<file path="config.mk">
export PLATFORM = sky130hd
export DESIGN_NAME = icc_capture
export DESIGN_NICKNAME = d
export VERILOG_FILES = /design/src/verilog/icc_pkg.sv /design/src/verilog/icc_capture.sv
export SDC_FILE = /design/constraint.sdc
export NUM_CORES = 1
export LEC_CHECK = 0
export CAP_MARGIN = 20
export CORE_UTILIZATION = 24
export DETAILED_ROUTE_END_ITERATION = 7
export DONT_BUFFER_PORTS = 1
export GPL_ROUTABILITY_DRIVEN = 0
export GPL_TIMING_DRIVEN = 0
export PLACE_DENSITY = 0.36
export SYNTH_ARGS = -nofsm -noshare
export SYNTH_HDL_FRONTEND = slang
export SYNTH_SLANG_ARGS = --single-unit
</file>
<file path="constraint.sdc">
create_clock -name ref_clk -period 4.9 [get_ports ref_clk]
set_input_delay 0.49 -clock ref_clk [delete_from_list [all_inputs] [get_ports ref_clk]]
set_output_delay 0.49 -clock ref_clk [all_outputs]
set_load 0.02 [all_outputs]
</file>
<file path="src/verilog/icc_pkg.sv">
package icc_pkg;

    // ------------------------------------------------------------------
    // Register byte offsets.
    // ------------------------------------------------------------------
    localparam logic [4:0] OFS_CTRL     = 5'h00; // Control word.
    localparam logic [4:0] OFS_STATUS   = 5'h04; // Buffer and pin status.
    localparam logic [4:0] OFS_DATA     = 5'h08; // Oldest capture, popped on read.
    localparam logic [4:0] OFS_IRQ_STAT = 5'h0c; // Sticky event bits, write one to clear.
    localparam logic [4:0] OFS_IRQ_MASK = 5'h10; // Event enables.

    // ------------------------------------------------------------------
    // Control field positions and reset value.
    // ------------------------------------------------------------------
    localparam int CTRL_ENABLE   = 0;  // Channel on.
    localparam int CTRL_MODE_LO  = 1;  // Mode field, three bits.
    localparam int CTRL_FIRSTRISE = 4; // First edge polarity, one is rising.
    localparam int CTRL_SEL_LO   = 5;  // Time base select, two bits.
    localparam int CTRL_LVL_LO   = 7;  // Interrupt fill level minus one, two bits.
    localparam int CTRL_WAKE     = 9;  // Wake request enable.
    localparam int CTRL_WIDTH    = 10; // Implemented control bits.
    localparam logic [31:0] CTRL_RESET = 32'h0000_0000;

    // ------------------------------------------------------------------
    // Status and interrupt field positions.
    // ------------------------------------------------------------------
    localparam int STAT_NOTEMPTY = 0; // Buffer holds data.
    localparam int STAT_COUNT_LO = 1; // Entry count, three bits.
    localparam int STAT_OVERFLOW = 4; // Sticky overflow.
    localparam int STAT_PIN      = 5; // Current pin level.
    localparam int IRQ_EVENT     = 0; // Qualifying event seen.
    localparam int IRQ_LEVEL     = 1; // Fill level reached.
    localparam int IRQ_OVERFLOW  = 2; // Capture lost on a full buffer.
    localparam int IRQ_WIDTH     = 3;
    localparam logic [IRQ_WIDTH-1:0] IRQ_RESET = 3'h0;

    // ------------------------------------------------------------------
    // Modes, sources, prescale counts.
    // ------------------------------------------------------------------
    typedef enum logic [2:0] {
        MODE_OFF     = 3'h0, // No events.
        MODE_BOTH    = 3'h1, // Every edge.
        MODE_FALL    = 3'h2, // Every falling edge.
        MODE_RISE    = 3'h3, // Every rising edge.
        MODE_DIV4    = 3'h4, // Every fourth rising edge.
        MODE_DIV16   = 3'h5, // Every sixteenth rising edge.
        MODE_FIRST   = 3'h6, // Every edge after a chosen first edge.
        MODE_IRQONLY = 3'h7  // Chosen edge raises an event only.
    } icc_mode_t;

    typedef enum logic [1:0] {
        SEL_A     = 2'h0, // First time base.
        SEL_B     = 2'h1, // Second time base.
        SEL_CHAIN = 2'h2  // Both chained, second is the upper half.
    } icc_sel_t;

    localparam logic [3:0] PRE_LAST4  = 4'h3; // Counter value on the fourth edge.
    localparam logic [3:0] PRE_LAST16 = 4'hf; // Counter value on the sixteenth edge.

    // Decoded control word.
    typedef struct packed {
        logic      wake;
        logic [1:0] level;
        icc_sel_t  sel;
        logic      firstRise;
        icc_mode_t mode;
        logic      enable;
    } icc_ctrl_t;

    // Channel state, one-hot.
    typedef enum logic [2:0] {
        ST_IDLE  = 3'b001, // Off or just reconfigured.
        ST_ARMED = 3'b010, // Waiting for the chosen first edge.
        ST_RUN   = 3'b100  // Capturing.
    } icc_state_t;

endpackage : icc_pkg

</file>
<file path="src/verilog/icc_capture.sv">
// Local design decisions: the Avalon-MM interface to the registers and the register addresses.
`timescale 1ns/10ps

// Functional notes
// - Latch selected time base on qualifying event.
// - Rising-only and falling-only capture modes.
// - Every-edge mode captures both polarities.
// - Every-edge mode waits for chosen first edge.
// - Capture every fourth rising edge.
// - Capture every sixteenth rising edge.
// - Select base A, B, or chained pair.
// - Capture event requests wake from low power.
// - Capture events raise an interrupt.
// - Four-entry FIFO read in capture order.
// - Interrupt after one to four entries.
// - Usable as a plain external interrupt.
module icc_capture #(
    parameter int DEPTH = 4,  // Buffer entries.
    parameter int TBW   = 16  // Width of one time base.
) (
    input  wire logic        ref_clk,          // System clock.
    input  wire logic        rst,              // Synchronous reset, active high.
    input  wire logic        capPin,           // Capture input pin.
    input  wire logic [TBW-1:0] timeBaseA,     // First time base count.
    input  wire logic [TBW-1:0] timeBaseB,     // Second time base count.
    input  wire logic [4:0]  avs_address,      // Byte address.
    input  wire logic        avs_read,         // Read strobe.
    input  wire logic        avs_write,        // Write strobe.
    input  wire logic [31:0] avs_writedata,    // Write data.
    input  wire logic [3:0]  avs_byteenable,   // Byte lanes.
    output logic [31:0]      avs_readdata,     // Read data.
    output logic             avs_waitrequest,  // Stall.
    output logic             irq,              // Level interrupt.
    output logic             wakeRequest       // One-cycle wake pulse.
);

    // ------------------------------------------------------------------
    // Declarations.
    // ------------------------------------------------------------------
    localparam int PW = $clog2(DEPTH); // Pointer width.
    localparam int CW = PW + 1;        // Count width.

    localparam int CTRL_WIDTH_L = icc_pkg::CTRL_WIDTH; // Implemented control bits.
    logic [CTRL_WIDTH_L-1:0] ctrlBits; // Raw control register.
    icc_pkg::icc_ctrl_t      ctrl;       // Decoded control.
    logic [icc_pkg::IRQ_WIDTH-1:0] irqStat; // Sticky events.
    logic [icc_pkg::IRQ_WIDTH-1:0] irqMask; // Event enables.
    icc_pkg::icc_state_t     state;      // Channel state.
    icc_pkg::icc_state_t     next_state; // Next channel state.
    logic                    pinPrev;    // Pin one cycle ago.
    logic [3:0]              preCount;   // Rising edge prescaler.
    logic [2*TBW-1:0]        fifoMem [DEPTH]; // Capture storage.
    logic [PW-1:0]           wrPtr;      // Next slot to fill.
    logic [PW-1:0]           rdPtr;      // Oldest slot.
    logic [CW-1:0]           count;      // Entries held.
    logic                    overflow;   // Sticky overflow.
    logic                    rdAck;      // Read wait state done.
    logic [31:0]             next_readdata; // Selected read word.
    logic [31:0]             ctrlMerged; // Control after byte lanes.

    // ------------------------------------------------------------------
    // Decode.
    // ------------------------------------------------------------------
    wire        rise      = capPin & ~pinPrev;   // Rising edge this cycle.
    wire        fall      = ~capPin & pinPrev;   // Falling edge this cycle.
    wire        anyEdge   = rise | fall;         // Either edge.
    wire        firstEdge = ctrl.firstRise ? rise : fall; // Chosen polarity edge.
    wire        running   = (state == icc_pkg::ST_RUN);
    wire        selCtrl   = (avs_address == icc_pkg::OFS_CTRL);
    wire        selStat   = (avs_address == icc_pkg::OFS_STATUS);
    wire        selData   = (avs_address == icc_pkg::OFS_DATA);
    wire        selIrqS   = (avs_address == icc_pkg::OFS_IRQ_STAT);
    wire        selIrqM   = (avs_address == icc_pkg::OFS_IRQ_MASK);
    wire        wrCtrl    = avs_write & selCtrl;
    wire        wrIrqS    = avs_write & selIrqS & avs_byteenable[0];
    wire        wrIrqM    = avs_write & selIrqM & avs_byteenable[0];
    wire        popAccept = avs_read & rdAck & selData; // Read completes at this edge.
    wire        full      = (count == CW'(DEPTH));
    wire        empty     = (count == '0);
    wire        pop       = popAccept & ~empty;

    assign ctrl = icc_pkg::icc_ctrl_t'(ctrlBits);

    // Edge that counts as an event for the current mode.
    logic modeEdge;
    always_comb begin
        modeEdge = 1'b0;
        case (ctrl.mode)
            icc_pkg::MODE_BOTH:    modeEdge = anyEdge;
            icc_pkg::MODE_FALL:    modeEdge = fall;
            icc_pkg::MODE_RISE:    modeEdge = rise;
            icc_pkg::MODE_DIV4:    modeEdge = rise & (preCount[1:0] == icc_pkg::PRE_LAST4[1:0]);
            icc_pkg::MODE_DIV16:   modeEdge = rise & (preCount == icc_pkg::PRE_LAST16);
            icc_pkg::MODE_FIRST:   modeEdge = anyEdge;
            icc_pkg::MODE_IRQONLY: modeEdge = firstEdge;
            default:               modeEdge = 1'b0;
        endcase
    end

    // The armed state turns the chosen first edge into the first event.
    wire armedHit  = (state == icc_pkg::ST_ARMED) & firstEdge;
    wire event_    = ctrl.enable & ((running & modeEdge) | armedHit);
    wire capture   = event_ & (ctrl.mode != icc_pkg::MODE_IRQONLY);
    wire push      = capture & ~full;
    wire lost      = capture & full;

    // Both halves are taken from the same edge, so a carry cannot split them.
    logic [2*TBW-1:0] stamp;
    always_comb begin
        stamp = '0;
        case (ctrl.sel)
            icc_pkg::SEL_A:     stamp = {{TBW{1'b0}}, timeBaseA};
            icc_pkg::SEL_B:     stamp = {{TBW{1'b0}}, timeBaseB};
            icc_pkg::SEL_CHAIN: stamp = {timeBaseB, timeBaseA};
            default:            stamp = {{TBW{1'b0}}, timeBaseA};
        endcase
    end

    // Fill level threshold from the two level bits, one to four entries.
    wire [CW-1:0] threshold = CW'({1'b0, ctrl.level}) + CW'(1);
    wire          levelHit  = (count >= threshold);

    // ------------------------------------------------------------------
    // Channel state machine.
    // ------------------------------------------------------------------
    // A control write or a disabled channel restarts from idle.
    always_comb begin
        next_state = state;
        case (state)
            icc_pkg::ST_IDLE: begin
                if (ctrl.enable && ctrl.mode != icc_pkg::MODE_OFF) begin
                    next_state = (ctrl.mode == icc_pkg::MODE_FIRST) ? icc_pkg::ST_ARMED : icc_pkg::ST_RUN;
                end
            end
            icc_pkg::ST_ARMED: begin
                if (firstEdge) begin
                    next_state = icc_pkg::ST_RUN;
                end
            end
            icc_pkg::ST_RUN:   next_state = icc_pkg::ST_RUN;
            default:           next_state = icc_pkg::ST_IDLE;
        endcase
        if (wrCtrl || !ctrl.enable) begin
            next_state = icc_pkg::ST_IDLE;
        end
    end

    // State and pin history.
    always_ff @(posedge ref_clk) begin
        if (rst) begin
            state   <= icc_pkg::ST_IDLE;
            pinPrev <= 1'b0;
        end else begin
            state   <= next_state;
            pinPrev <= capPin;
        end
    end

    // Prescaler counts rising edges while running; restarts with the state.
    always_ff @(posedge ref_clk) begin
        if (rst || !running) begin
            preCount <= 4'h0;
        end else if (rise) begin
            preCount <= preCount + 4'h1;
        end
    end

    // ------------------------------------------------------------------
    // Capture buffer.
    // ------------------------------------------------------------------
    // Storage is written only on a push; entries are never overwritten.
    always_ff @(posedge ref_clk) begin
        if (push) begin
            fifoMem[wrPtr] <= stamp;
        end
    end

    // Pointers and count move together; a push and a pop may share a cycle.
    always_ff @(posedge ref_clk) begin
        if (rst) begin
            wrPtr <= '0;
            rdPtr <= '0;
            count <= '0;
        end else begin
            if (push) begin
                wrPtr <= wrPtr + PW'(1);
            end
            if (pop) begin
                rdPtr <= rdPtr + PW'(1);
            end
            count <= count + CW'(push) - CW'(pop);
        end
    end

    // Overflow stays set until the buffer is drained; a new loss wins.
    always_ff @(posedge ref_clk) begin
        if (rst) begin
            overflow <= 1'b0;
        end else if (lost) begin
            overflow <= 1'b1;
        end else if (pop && count == CW'(1)) begin
            overflow <= 1'b0;
        end
    end

    // ------------------------------------------------------------------
    // Interrupt and wake.
    // ------------------------------------------------------------------
    wire [icc_pkg::IRQ_WIDTH-1:0] irqSet;
    assign irqSet[icc_pkg::IRQ_EVENT]    = event_;
    assign irqSet[icc_pkg::IRQ_LEVEL]    = levelHit;
    assign irqSet[icc_pkg::IRQ_OVERFLOW] = lost;

    wire [icc_pkg::IRQ_WIDTH-1:0] irqClr = wrIrqS ? avs_writedata[icc_pkg::IRQ_WIDTH-1:0] : '0;

    // Sticky events: a set in the same cycle as its clear is kept.
    always_ff @(posedge ref_clk) begin
        if (rst) begin
            irqStat <= icc_pkg::IRQ_RESET;
        end else begin
            irqStat <= (irqStat & ~irqClr) | irqSet;
        end
    end

    assign irq = |(irqStat & irqMask);

    // Wake pulse on every event while the wake enable is set.
    always_ff @(posedge ref_clk) begin
        if (rst) begin
            wakeRequest <= 1'b0;
        end else begin
            wakeRequest <= event_ & ctrl.wake;
        end
    end

    // ------------------------------------------------------------------
    // Register slave.
    // ------------------------------------------------------------------
    // Control write honours byte lanes.
    always_comb begin
        ctrlMerged = {{(32-CTRL_WIDTH_L){1'b0}}, ctrlBits};
        for (int i = 0; i < 4; i++) begin
            if (avs_byteenable[i]) begin
                ctrlMerged[8*i +: 8] = avs_writedata[8*i +: 8];
            end
        end
    end

    // Control and mask registers.
    always_ff @(posedge ref_clk) begin
        if (rst) begin
            ctrlBits <= icc_pkg::CTRL_RESET[CTRL_WIDTH_L-1:0];
            irqMask  <= icc_pkg::IRQ_RESET;
        end else begin
            if (wrCtrl) begin
                ctrlBits <= ctrlMerged[CTRL_WIDTH_L-1:0];
            end
            if (wrIrqM) begin
                irqMask <= avs_writedata[icc_pkg::IRQ_WIDTH-1:0];
            end
        end
    end

    // Status word.
    wire [31:0] statusWord = {26'h0, capPin, overflow, 3'(count), ~empty};

    // Read word; data reads only the bits the selected source provides.
    wire [2*TBW-1:0] head     = fifoMem[rdPtr];
    wire [31:0]      dataWord = empty ? 32'h0 :
                                (ctrl.sel == icc_pkg::SEL_CHAIN) ? 32'(head) : 32'(head[TBW-1:0]);
    assign next_readdata = selCtrl ? {{(32-CTRL_WIDTH_L){1'b0}}, ctrlBits} :
                           selStat ? statusWord :
                           selData ? dataWord :
                           selIrqS ? {{(32-icc_pkg::IRQ_WIDTH){1'b0}}, irqStat} :
                           selIrqM ? {{(32-icc_pkg::IRQ_WIDTH){1'b0}}, irqMask} :
                           32'h0;

    // Reads take one wait state; writes complete at once.
    assign avs_waitrequest = avs_read & ~rdAck;

    // Read data is latched in the wait cycle and stands at the completing edge.
    always_ff @(posedge ref_clk) begin
        if (rst) begin
            rdAck        <= 1'b0;
            avs_readdata <= 32'h0;
        end else begin
            rdAck <= avs_read & ~rdAck;
            if (avs_read && !rdAck) begin
                avs_readdata <= next_readdata;
            end
        end
    end

endmodule : icc_capture

</file>
# Word-level counts from Yosys, hierarchy flattened
# Memories as Yosys holds them, arrays and structs flattened. A register that Yosys moved wholly into a read port is not among the register bits.
# Index checks and enable logic that the tools add are counted.
word_totals:
  reg_bits: 66
  memories: 1
  in_bits: 78
  output_inout_bits: 35
  word_cells: 115
  ram_bits: 128
classes:
  reduce_logical: 18
  bitwise: 31
  magnitude_cmp: 1
  n_eq_ne: 23
  mux: 21
  add_sub_neg: 6
mem_list:
  columns: ["name", "words", "word_bits", "rd", "rd_clocked_by_memory_dff", "write_ports", "line", "text"]
  rows:
  - ["fifoMem", 4, 32, 1, 1, 1, "icc_capture.sv:52", "logic [2*TBW-1:0] fifoMem [DEPTH];"]
ops:
  columns: ["op", "count"]
  rows:
  - ["2-to-1 mux 32 bit", 5]
  - ["one-hot mux 32 bit (2 select lines)", 1]
  - ["bitwise AND 1 bit", 20]
  - ["== test 3 bit (second input constant)", 6]
  - ["2-to-1 mux 3 bit", 6]
  - ["== test 5 x 4 -> 1 bit (second input constant)", 2]
  - ["== test 3 x 1 -> 1 bit (second input constant)", 3]
  - ["== test 3 x 2 -> 1 bit (second input constant)", 3]
  - ["one-hot mux 3 bit (3 select lines)", 1]
  - ["bitwise AND 3 bit", 2]
  - ["one-hot mux 1 bit (6 select lines)", 1]
  - ["AND reduction 2 bit", 3]
  - ["== test 5 x 3 -> 1 bit (second input constant)", 1]
  - ["== test 5 bit (second input constant)", 1]
  - ["logical NOT 5 bit", 1]
  - ["2-to-1 mux 1 bit", 5]
  - ["NOT 1 bit", 5]
  - ["adder 2 x 1 -> 2 bit (second input constant)", 2]
  - ["adder 4 x 1 -> 4 bit (second input constant)", 1]
  - ["== test 2 bit (second input constant)", 2]
  - ["== test 4 bit (second input constant)", 1]
  - ["2-to-1 mux 2 bit", 2]
  - ["inequality test 2 bit (second input constant)", 2]
  - ["OR reduction 2 bit", 2]
  - ["other kinds (16)", 22]

# Depth between registers and ports, before layout
# Gate-level depths: netlist of the first run.
depth:
  depth_word: 11
  mapped_depth: 14
  ltp_nobuf: 13

# Least setup slack after synthesis of the first run
# No wires, ideal clock.
synth_path:
  path_type: "input to register"
  start: "input capPin"
  end: "memory fifoMem[0][0] (netlist bit), enable pin"
  arrival_time_ns: 2.596
  setup_ns: 0.392
  n_path_buf: 1
  path_stages: 7
  slack_ns: 1.912
  required_time_ns: 4.508
  path_cell_list: "ha_1 buf_2 nand2_1 a2111oi_2 a2111oi_2 nor4b_4 and2_1"
synth_between:
  elab_chain_cells: 11
synth_lines:
  columns: ["item", "line", "text"]
  rows:
  - ["start: declaration", "icc_capture.sv:23", "input wire logic capPin,"]
  - ["NOT 1 bit", "icc_capture.sv:65", "wire fall = ~capPin & pinPrev;"]
  - ["bitwise AND 1 bit", "icc_capture.sv:65", null]
  - ["2-to-1 mux 1 bit or OR 1 bit (tied branches)", "icc_capture.sv:67, icc_capture.sv:66", null]
  - ["one-hot mux 1 bit (6 select lines)", "icc_capture.sv:88", "case (ctrl.mode)"]
  - ["bitwise AND 1 bit", "icc_capture.sv:102", "wire event_ = ctrl.enable & ((running & modeEdge) | armedHit);"]
  - ["OR 1 bit (*)", "icc_capture.sv:102", null]
  - ["bitwise AND 1 bit (*)", "icc_capture.sv:102", null]
  - ["bitwise AND 1 bit (*)", "icc_capture.sv:103", "wire capture = event_ & (ctrl.mode != icc_pkg::MODE_IRQONLY);"]
  - ["bitwise AND 1 bit (*)", "icc_capture.sv:104", "wire push = capture & ~full;"]
  - ["2-to-1 mux 1 bit (*)", "icc_capture.sv:173", "if (push) begin"]
  - ["2-to-1 mux 1 bit (not written as such) (*)", "icc_capture.sv:174", "fifoMem[wrPtr] <= stamp;"]
  - ["end: declaration", "icc_capture.sv:52", null]
# Every way passes the cells marked *; elsewhere a longest branch is shown, timed or not.

# Final worst setup path of the first run
layout_path:
  start: "register pinPrev"
  end: "register count[2]"
layout_between:
  elab_chain_cells: 11
layout_lines:
  columns: ["item", "line", "text"]
  rows:
  - ["start: declaration", "icc_capture.sv:50", "logic pinPrev;"]
  - ["start signal: assignment", "icc_capture.sv:155", "pinPrev <= capPin;"]
  - ["NOT 1 bit (*)", "icc_capture.sv:64", "wire rise = capPin & ~pinPrev;"]
  - ["bitwise AND 1 bit (*)", "icc_capture.sv:64", null]
  - ["via rise", "icc_capture.sv:64", null]
  - ["2-to-1 mux 1 bit, or another cell as far along", "icc_capture.sv:67", "wire firstEdge = ctrl.firstRise ? rise : fall;"]
  - ["one-hot mux 1 bit (6 select lines)", "icc_capture.sv:88", null]
  - ["bitwise AND 1 bit", "icc_capture.sv:102", null]
  - ["OR 1 bit (*)", "icc_capture.sv:102", null]
  - ["bitwise AND 1 bit (*)", "icc_capture.sv:102", null]
  - ["bitwise AND 1 bit (*)", "icc_capture.sv:103", null]
  - ["bitwise AND 1 bit (*)", "icc_capture.sv:104", null]
  - ["adder 3 x 1 -> 3 bit (*)", "icc_capture.sv:191", "count <= count + CW'(push) - CW'(pop);"]
  - ["subtractor 3 x 1 -> 3 bit (*)", "icc_capture.sv:191", null]
  - ["end signal: assignment", "icc_capture.sv:191", null]
  - ["end: declaration", "icc_capture.sv:55", "logic [CW-1:0] count;"]
# Mark *: on every way through the listed nets, which the timed path passes. The rest lies on a longest branch.
# A chain may end at the register's enable or synchronous reset.

==> results of run 1 <==
## power groups by stage
stage / sequential (mW) / clock (mW) / combinational [mW]
5_1_grt: 1.76 / 1.55 / 0.0860
3_3_place_gp: 1.80 / 0 / 0.0783
4_1_cts: 1.76 / 1.48 / 0.0796
6_report: 1.76 / 1.44 / 0.0782
2_1_floorplan: 1.80 / 0 / 0.0489
3_5_place_dp: 1.80 / 0 / 0.0794
## layout by cell type, fill, tap and decap left out, types with 6 or more instances in the layout
master	count
nor3_1	13
a22oi_1	18
dfxtp_1	68
buf_2	6
a221oi_1	7
ha_1	15
a22o_1	17
mux2i_1	17
inv_1	21
clkbuf_1	20
mux4_2	32
a21oi_1	15
edfxtp_1	128
nand3_1	11
nand2_1	18
and2_1	16
nand2b_1	11
nor2_1	54
clkbuf_16	17
## state kept, by name (all words and copies together), names as in the netlist, named ones only
| register | count |
|---|---|
| pinPrev | 1 |
| wakeRequest | 1 |
| irqStat | 3 |
| irqMask | 3 |
| state | 3 |
| ctrl | 10 |
| count | 3 |
| avs_readdata | 32 |
| fifoMem | 128 |
| rdAck | 1 |
| preCount | 4 |
| overflow | 1 |
| wrPtr | 2 |
| rdPtr | 2 |
## cells by family (layout without fill, tap and decap cells)
family	Yosys count	after routing
AND/OR/NAND/NOR	157	157
AO/OA/AOI/OAI	82	82
buffers and inverters	53	89
flip-flops	196	196
multiplexers	52	52
XOR/XNOR	7	7
adder cells (fa/ha/maj)	16	16
other	0	2
## cell type report
class                      instances  area share [%]
antenna                            2         0.05379
buffer                            31           1.412
clock buffer                      17           4.572
clock inverter                    15           2.017
inverter                          22          0.8876
multi-input combinational        314           28.31
sequential                       196           55.94
tap                              442           5.944
timing repair buffer               4          0.8607
## through the flow
step | total power [mW] | util [%] | setup slack, ps | area, um^2 | std cells
after floorplan | 1.846 | - | 1912 | 8048 | 563
after detailed placement | 1.879 | 26.49 | 1622 | 8686 | 1009
after global placement | 1.878 | 26.23 | 826.1 | 8601 | 1005
final | 3.283 | 28.38 | 1794 | 9304 | 1043
after CTS | 3.318 | 28.36 | 1708 | 9299 | 1041
after global routing | 3.393 | 28.37 | 1483 | 9301 | 1042
## per-layer routing
layer  vias to the layer above  global-route usage, %
li1                       2177                      -
met1                      2450                  17.19
met2                       120                  23.01
met3                        16                  3.460
met4                         0                  4.231
met5                         -                      0
## worst max-delay path, stage by stage, from the launching register on
cell and delay (ps):
dfxtp_1 320, inv_1 50, ha_1 120, buf_2 180, nand2_1 110, a2111oi_2 400, a2111oi_2 110, nor4b_4 510
inv_1 80, ha_1 280, inv_1 40, ha_1 180, fa_1 380, xnor2_1 160, nor2_1 50
## worst paths after layout
check / end / slack, ps / from
max: count[2]$_SDFF_PP0_ / 1790 / pinPrev$_SDFF_PP0_
min: ctrl[8]$_SDFFE_PP0P_ / 210 / avs_writedata[8]
max reg2reg: count[2]$_SDFF_PP0_ / 1790 / pinPrev$_SDFF_PP0_
min reg2reg: overflow$_SDFFE_PP0P_ / 480 / overflow$_SDFFE_PP0P_
==> summary.md, run 1 <==
| Metric | Value |
|---|---|
| Layout cell share with drive strength beyond 1 | `15.69%` |
| Largest net degree at the start of global routing | `25` |
| Top sig layer | `met4` |
| Max H-tree Level | `4` |
| # DRC | `0` |
| WL met1 | `9924 um` |
| Initial Util | `24.55%` |
| Top Ports | `113` |
| Yosys top cell by area | `edfxtp_1` |
| Clock skew | `9.029 ps` |
| Switching share of total power | `23.52%` |
| Pint | `2.511 mW` |
| Yosys top cell area share | `47.76%` |
| Largest family of logic cells by synthesized area | `multiplexers` |
| Max-Cap Viols | `0` |
| PD cells | `352.9 mW/mm^2` |
| Hold_buf cts | `0` |
| Synthesized Nets | `657` |
| Final setup viols | `0` |
| Max Buffers Root-to-Sink | `2` |
| Hpwl dp | `15770 um` |
| Leak pwr | `3.196 nW` |
| Flip-flop and latch area | `0.005205 mm^2` |
| Clock power frac | `44.0%` |
| Mux share of post-synthesis cell area | `11.54%` |
| Total GRT Usage | `13.69%` |
| Syn Inst Count | `563` |
| Die span in y | `185.1 um` |
| Reg power frac | `53.6%` |
| Post-Syn Area | `0.008048 mm^2` |
| Simple-gate share of the synthesized area | `10.11%` |
| DR WL/cell | `21.44 um` |
| EDFF count, synth | `128` |
| RSZ-0062 raised after global routing | `false` |
| Crit start category | `flip-flop` |
| Post-CTS Resized | `0` |
| Peak fanout along the critical path | `7` |
| Top post-synthesis cells by count | `edfxtp_1, dfxtp_1, nor2_1, mux4_2, inv_1` |
| R2R cell count | `14` |
| Fin crit share | `63.39%` |
| Synthesis-stage register bit count | `196` |
| Post-route ant nets | `0` |
| Synth Area in Adders | `2.581%` |
| Setup TNS | `0 ps` |
| Vias in the first global route | `5061` |
| # rows | `66` |
| Max_slew headroom | `43.65%` |
| Most numerous cell in the Yosys netlist | `edfxtp_1` |
| DRT Pass-1 Iters | `4` |
| CP arrival | `3410 ps` |
| Skew-Pair Late Insertion Delay | `430 ps` |
| Number of CTS-inserted buffers | `17` |
| Fmax | `0.3219 GHz` |
| Top cells by area, synth | `edfxtp_1, dfxtp_1, mux4_2` |
| WS Path Type | `reg -> reg` |
| Filler Cells Inserted | `3351` |
| Critical path required time | `5200 ps` |
| Hold depth | `2` |
| CTS root buf | `clkbuf_16` |
| Gr ovfl total | `0` |
| Die X | `185.1 um` |
| Port-buffer cells | `0` |
| Psw | `0.7724 mW` |
| Synth Area in Compound Gates | `7.680%` |
| Netlist cell types | `52` |
| XOR/XNOR Fraction of Synth Area | `0.7618%` |
| CTS tree | `yes` |
| Critical Path Sink Type | `flip-flop` |
| Iter 0 DRT Violations | `292` |
| Layout area overhead | `15.61%` |
| DIE AREA | `0.03427 mm^2` |
| First-pass GRT wire length | `32940 um` |
| Met3 Routed Length | `1302 um` |
| Postcts setup bufs | `0` |
| Post-synth ARST share | `0%` |
| Drt total wl | `22360 um` |
| Worst vdd ir | `281.2 uV` |
| CTS Sinks | `196` |
| Via count | `4763` |
| Final Hold Vio Count | `0` |
| Via density | `4.567` |
| Yosys warns | `0` |
| Core area | `0.03278 mm^2` |
| Worst-Margin Slew | `845.3 ps` |
| Slew Limit Fails | `0` |
| Outcome | `complete, no violations` |
| Hold_ws | `206.4 ps` |
| Comb power frac | `2.4%` |
| Met2 Wirelength | `10830 um` |
| Multi-input logic area | `0.002634 mm^2` |
| Mean Syn Cell Area | `14.29 um^2` |
| Seq/Total Area, Yosys | `64.68%` |
| Clock-pin slew on the worst setup and hold paths | `80 ps` |
| Main synth FF type | `edfxtp_1` |
| Post-layout nets | `680` |
| Hold crit path type | `in -> reg` |
| Initial antenna violation count | `1` |
| Period minus WS final | `3106 ps` |
No activity file was read; power rests on OpenSTA's default activity.
==> run 2: changes to the inputs <==
- clock period: 4.9 -> 2.9 ns (I/O delays scaled with it)
==> summary.md, run 2 (same netlist as run 1, synthesis figures left out) <==
| Metric | Value |
|---|---|
| PD cells | `589.6 mW/mm^2 (+67%)` |
| Hold_ws | `20.80 ps (-185.6 ps)` |
| Crit start category | `flip-flop` |
| Final Hold Vio Count | `0 (unchanged)` |
| Multi-input logic area | `0.002665 mm^2 (+1.2%)` |
| Fmax | `0.3671 GHz (+14%)` |
| Critical path buffers and inverters | `1 (-3)` |
| Met2 Use GR | `23.16% (+0.15 points)` |
| Gr ovfl total | `0 (unchanged)` |
| Peak fanout along the critical path | `7 (unchanged)` |
| Hold crit path type | `in -> reg` |
| Outcome | `complete, no violations` |
| Critical path required time | `3200 ps (-2000 ps)` |
| Switching share of total power | `23.49% (-0.034 points)` |
| Clock-pin slew on the worst setup and hold paths | `80 ps (about the same)` |
| CTS tree | `yes` |
| Worst path slowest cell | `nor3_2` |
| Final setup viols | `0 (unchanged)` |
| Number of CTS-inserted buffers | `17 (unchanged)` |
| RSZ-0062 raised after global routing | `false` |
| Post-layout nets | `689 (+1.3%)` |
| DR WL/cell | `21.32 um (-0.55%)` |
| Port-buffer cells | `0 (unchanged)` |
| Hpwl dp | `15770 um (unchanged)` |
| Max H-tree Level | `4 (unchanged)` |
| Biggest register | `fifoMem` |
| Initial Util | `24.55% (unchanged)` |
| # DRC | `0 (unchanged)` |
| Clock power frac | `43.9% (about the same)` |
| Crit path top cell by count | `ha_1` |
| Post-route ant nets | `0 (unchanged)` |
| Max FFs per register | `128 (unchanged)` |
| Top Ports | `113 (unchanged)` |
| Most frequent cells in the layout | `edfxtp_1, dfxtp_1, nor2_1` |
| Psw | `1.305 mW (+69%)` |
| Die X | `185.1 um (unchanged)` |
| Pre-CTS setup slack | `-248.9 ps (-1871 ps)` |
| Via count | `4827 (+1.3%)` |
| Vias in the first global route | `5081 (+0.40%)` |
| Reg power frac | `53.6% (about the same)` |
| Max Buffers Root-to-Sink | `2 (unchanged)` |
| # rows | `66 (unchanged)` |
| Crit path max-delay family | `simple AND/OR/NAND/NOR gates` |
| Flip-flop and latch area | `0.005207 mm^2 (about the same)` |
| Filler Cells Inserted | `3345 (-0.18%)` |
| Total GRT Usage | `13.72% (+0.026 points)` |
| Max_slew headroom | `44.29% (+0.64 points)` |
| Skew-Pair Late Insertion Delay | `430 ps (about the same)` |
| CTS root buf | `clkbuf_16` |
| Layout cell share with drive strength beyond 1 | `16.28% (+0.59 points)` |
| Slew Limit Fails | `0 (unchanged)` |
| Commonest non-fill, non-tap cell in the layout | `edfxtp_1` |
| Max-Cap Viols | `0 (unchanged)` |
| Layout area overhead | `17.09%` |
| Die span in y | `185.1 um (unchanged)` |
| Worst vdd ir | `473.0 uV (+68%)` |
| Max incr delay on CP | `550 ps (+40 ps)` |
| Final WS setup | `176.1 ps (-1618 ps)` |
| Largest net degree at the start of global routing | `25 (unchanged)` |
| Core area | `0.03278 mm^2 (unchanged)` |
| Area post-placement | `0.008686 mm^2 (unchanged)` |
| DRT Pass-1 Iters | `7 (+3)` |
| Period minus WS final | `2724 ps (-382.3 ps)` |
| Antenna diode count | `0 (-2)` |
| Leak pwr | `3.241 nW (+1.4%)` |
| Worst-Margin Slew | `831.2 ps (-14.09 ps)` |
| WS Path Type | `reg -> reg` |
| Final Power | `5.556 mW (+69%)` |
| Pint | `4.251 mW (+69%)` |
| Met3 global-route usage | `3.323% (-0.14 points)` |
| Clock skew | `10.08 ps (+1.051 ps)` |
| Critical Path Sink Type | `flip-flop` |
| Via density | `4.597 (+0.67%)` |
| Iter 0 DRT Violations | `288 (-1.4%)` |
| DIE AREA | `0.03427 mm^2 (unchanged)` |
| GRT busiest layer | `met2` |
| First-pass GRT wire length | `33040 um (+0.32%)` |
| CTS Sinks | `196 (unchanged)` |
| Fin crit share | `93.93% (+31 points)` |
| CP arrival | `3020 ps (-390 ps)` |
| FF-to-FF setup slack | `180 ps (-1620 ps)` |
| Critical path, cell by cell | `nor3_1 -> nor3_2 -> and3_1 -> ha_1 -> inv_1 -> ha_1 -> fa_1 -> nor2b_1` |
| Initial antenna violation count | `0 (-1)` |
| Final instance area | `0.009423 mm^2 (+1.3%)` |
| M1 GR Usage | `17.35% (+0.16 points)` |
| Drt total wl | `22380 um (+0.12%)` |
| Comb power frac | `2.6% (+0.2 points)` |
==> run 2: worst register-to-register path: cells and delay by family (launching register included) <==
family / cells / cell delay [ps]
and+or+nand+nor: 4 / 1200
buffers and inverters: 1 / 50
DFF: 1 / 540
adders and majority gates: 3 / 800
==> run 2: power by group through the flow <==
| stage | logic, mW | clock network [mW] | registers (mW) |
|---|---|---|---|
| after CTS | 0.145 | 2.50 | 2.98 |
| after detailed placement | 0.134 | 0 | 3.04 |
| final | 0.144 | 2.44 | 2.98 |
| after global routing | 0.157 | 2.61 | 2.98 |
| after floorplan | 0.0826 | 0 | 3.04 |
| after global placement | 0.132 | 0 | 3.04 |
==> run 2: metal layers <==
| layer | routed length (um) | vias to the layer above | share of wire (%) |
|---|---|---|---|
| li1 | - | 2195 | - |
| met1 | 10150 | 2480 | 45 |
| met2 | 10820 | 131 | 48 |
| met3 | 1089 | 21 | 4.9 |
| met4 | 317 | 0 | 1.4 |
| met5 | 0 | - | 0 |
==> run 2: final cells by class <==
class                      instances  share of cell area [%]
timing repair buffer              13                   1.779
sequential                       196                   55.26
tap                              442                   5.869
multi-input combinational        314                   28.28
buffer                            31                   1.421
clock buffer                      17                   4.515
clock inverter                    15                   1.992
inverter                          22                  0.8764
==> run 2: stage by stage <==
stage	std cells	util, %	setup TNS (ps)
6_report	1050	28.74	0
5_1_grt	1050	28.74	0
4_1_cts	1050	28.71	0
3_5_place_dp	1009	26.49	-2941
3_3_place_gp	1005	26.23	-130810
2_1_floorplan	563	-	0
==> run 2: timing repair <==
item                                    4_1_cts  5_1_grt
gates resized for setup                       2        6
endpoints found under the setup margin       92       89
hold buffers                                  8        0
buffers inserted                              1        0
endpoints found under the hold margin         8        0
gates cloned                                  0        0
pin swaps                                     2        4
==> run 2: path summary, 6_finish.rpt <==
check | startpoint | to | cells after the start
worst max-delay path | count[2]$_SDFF_PP0_ | count[1]$_SDFF_PP0_ | 8
worst min register to register | overflow$_SDFFE_PP0P_ | overflow$_SDFFE_PP0P_ | 2
worst max register to register | count[2]$_SDFF_PP0_ | count[1]$_SDFF_PP0_ | 8
worst min-delay path | avs_writedata[1] | ctrl[1]$_SDFFE_PP0P_ | 2
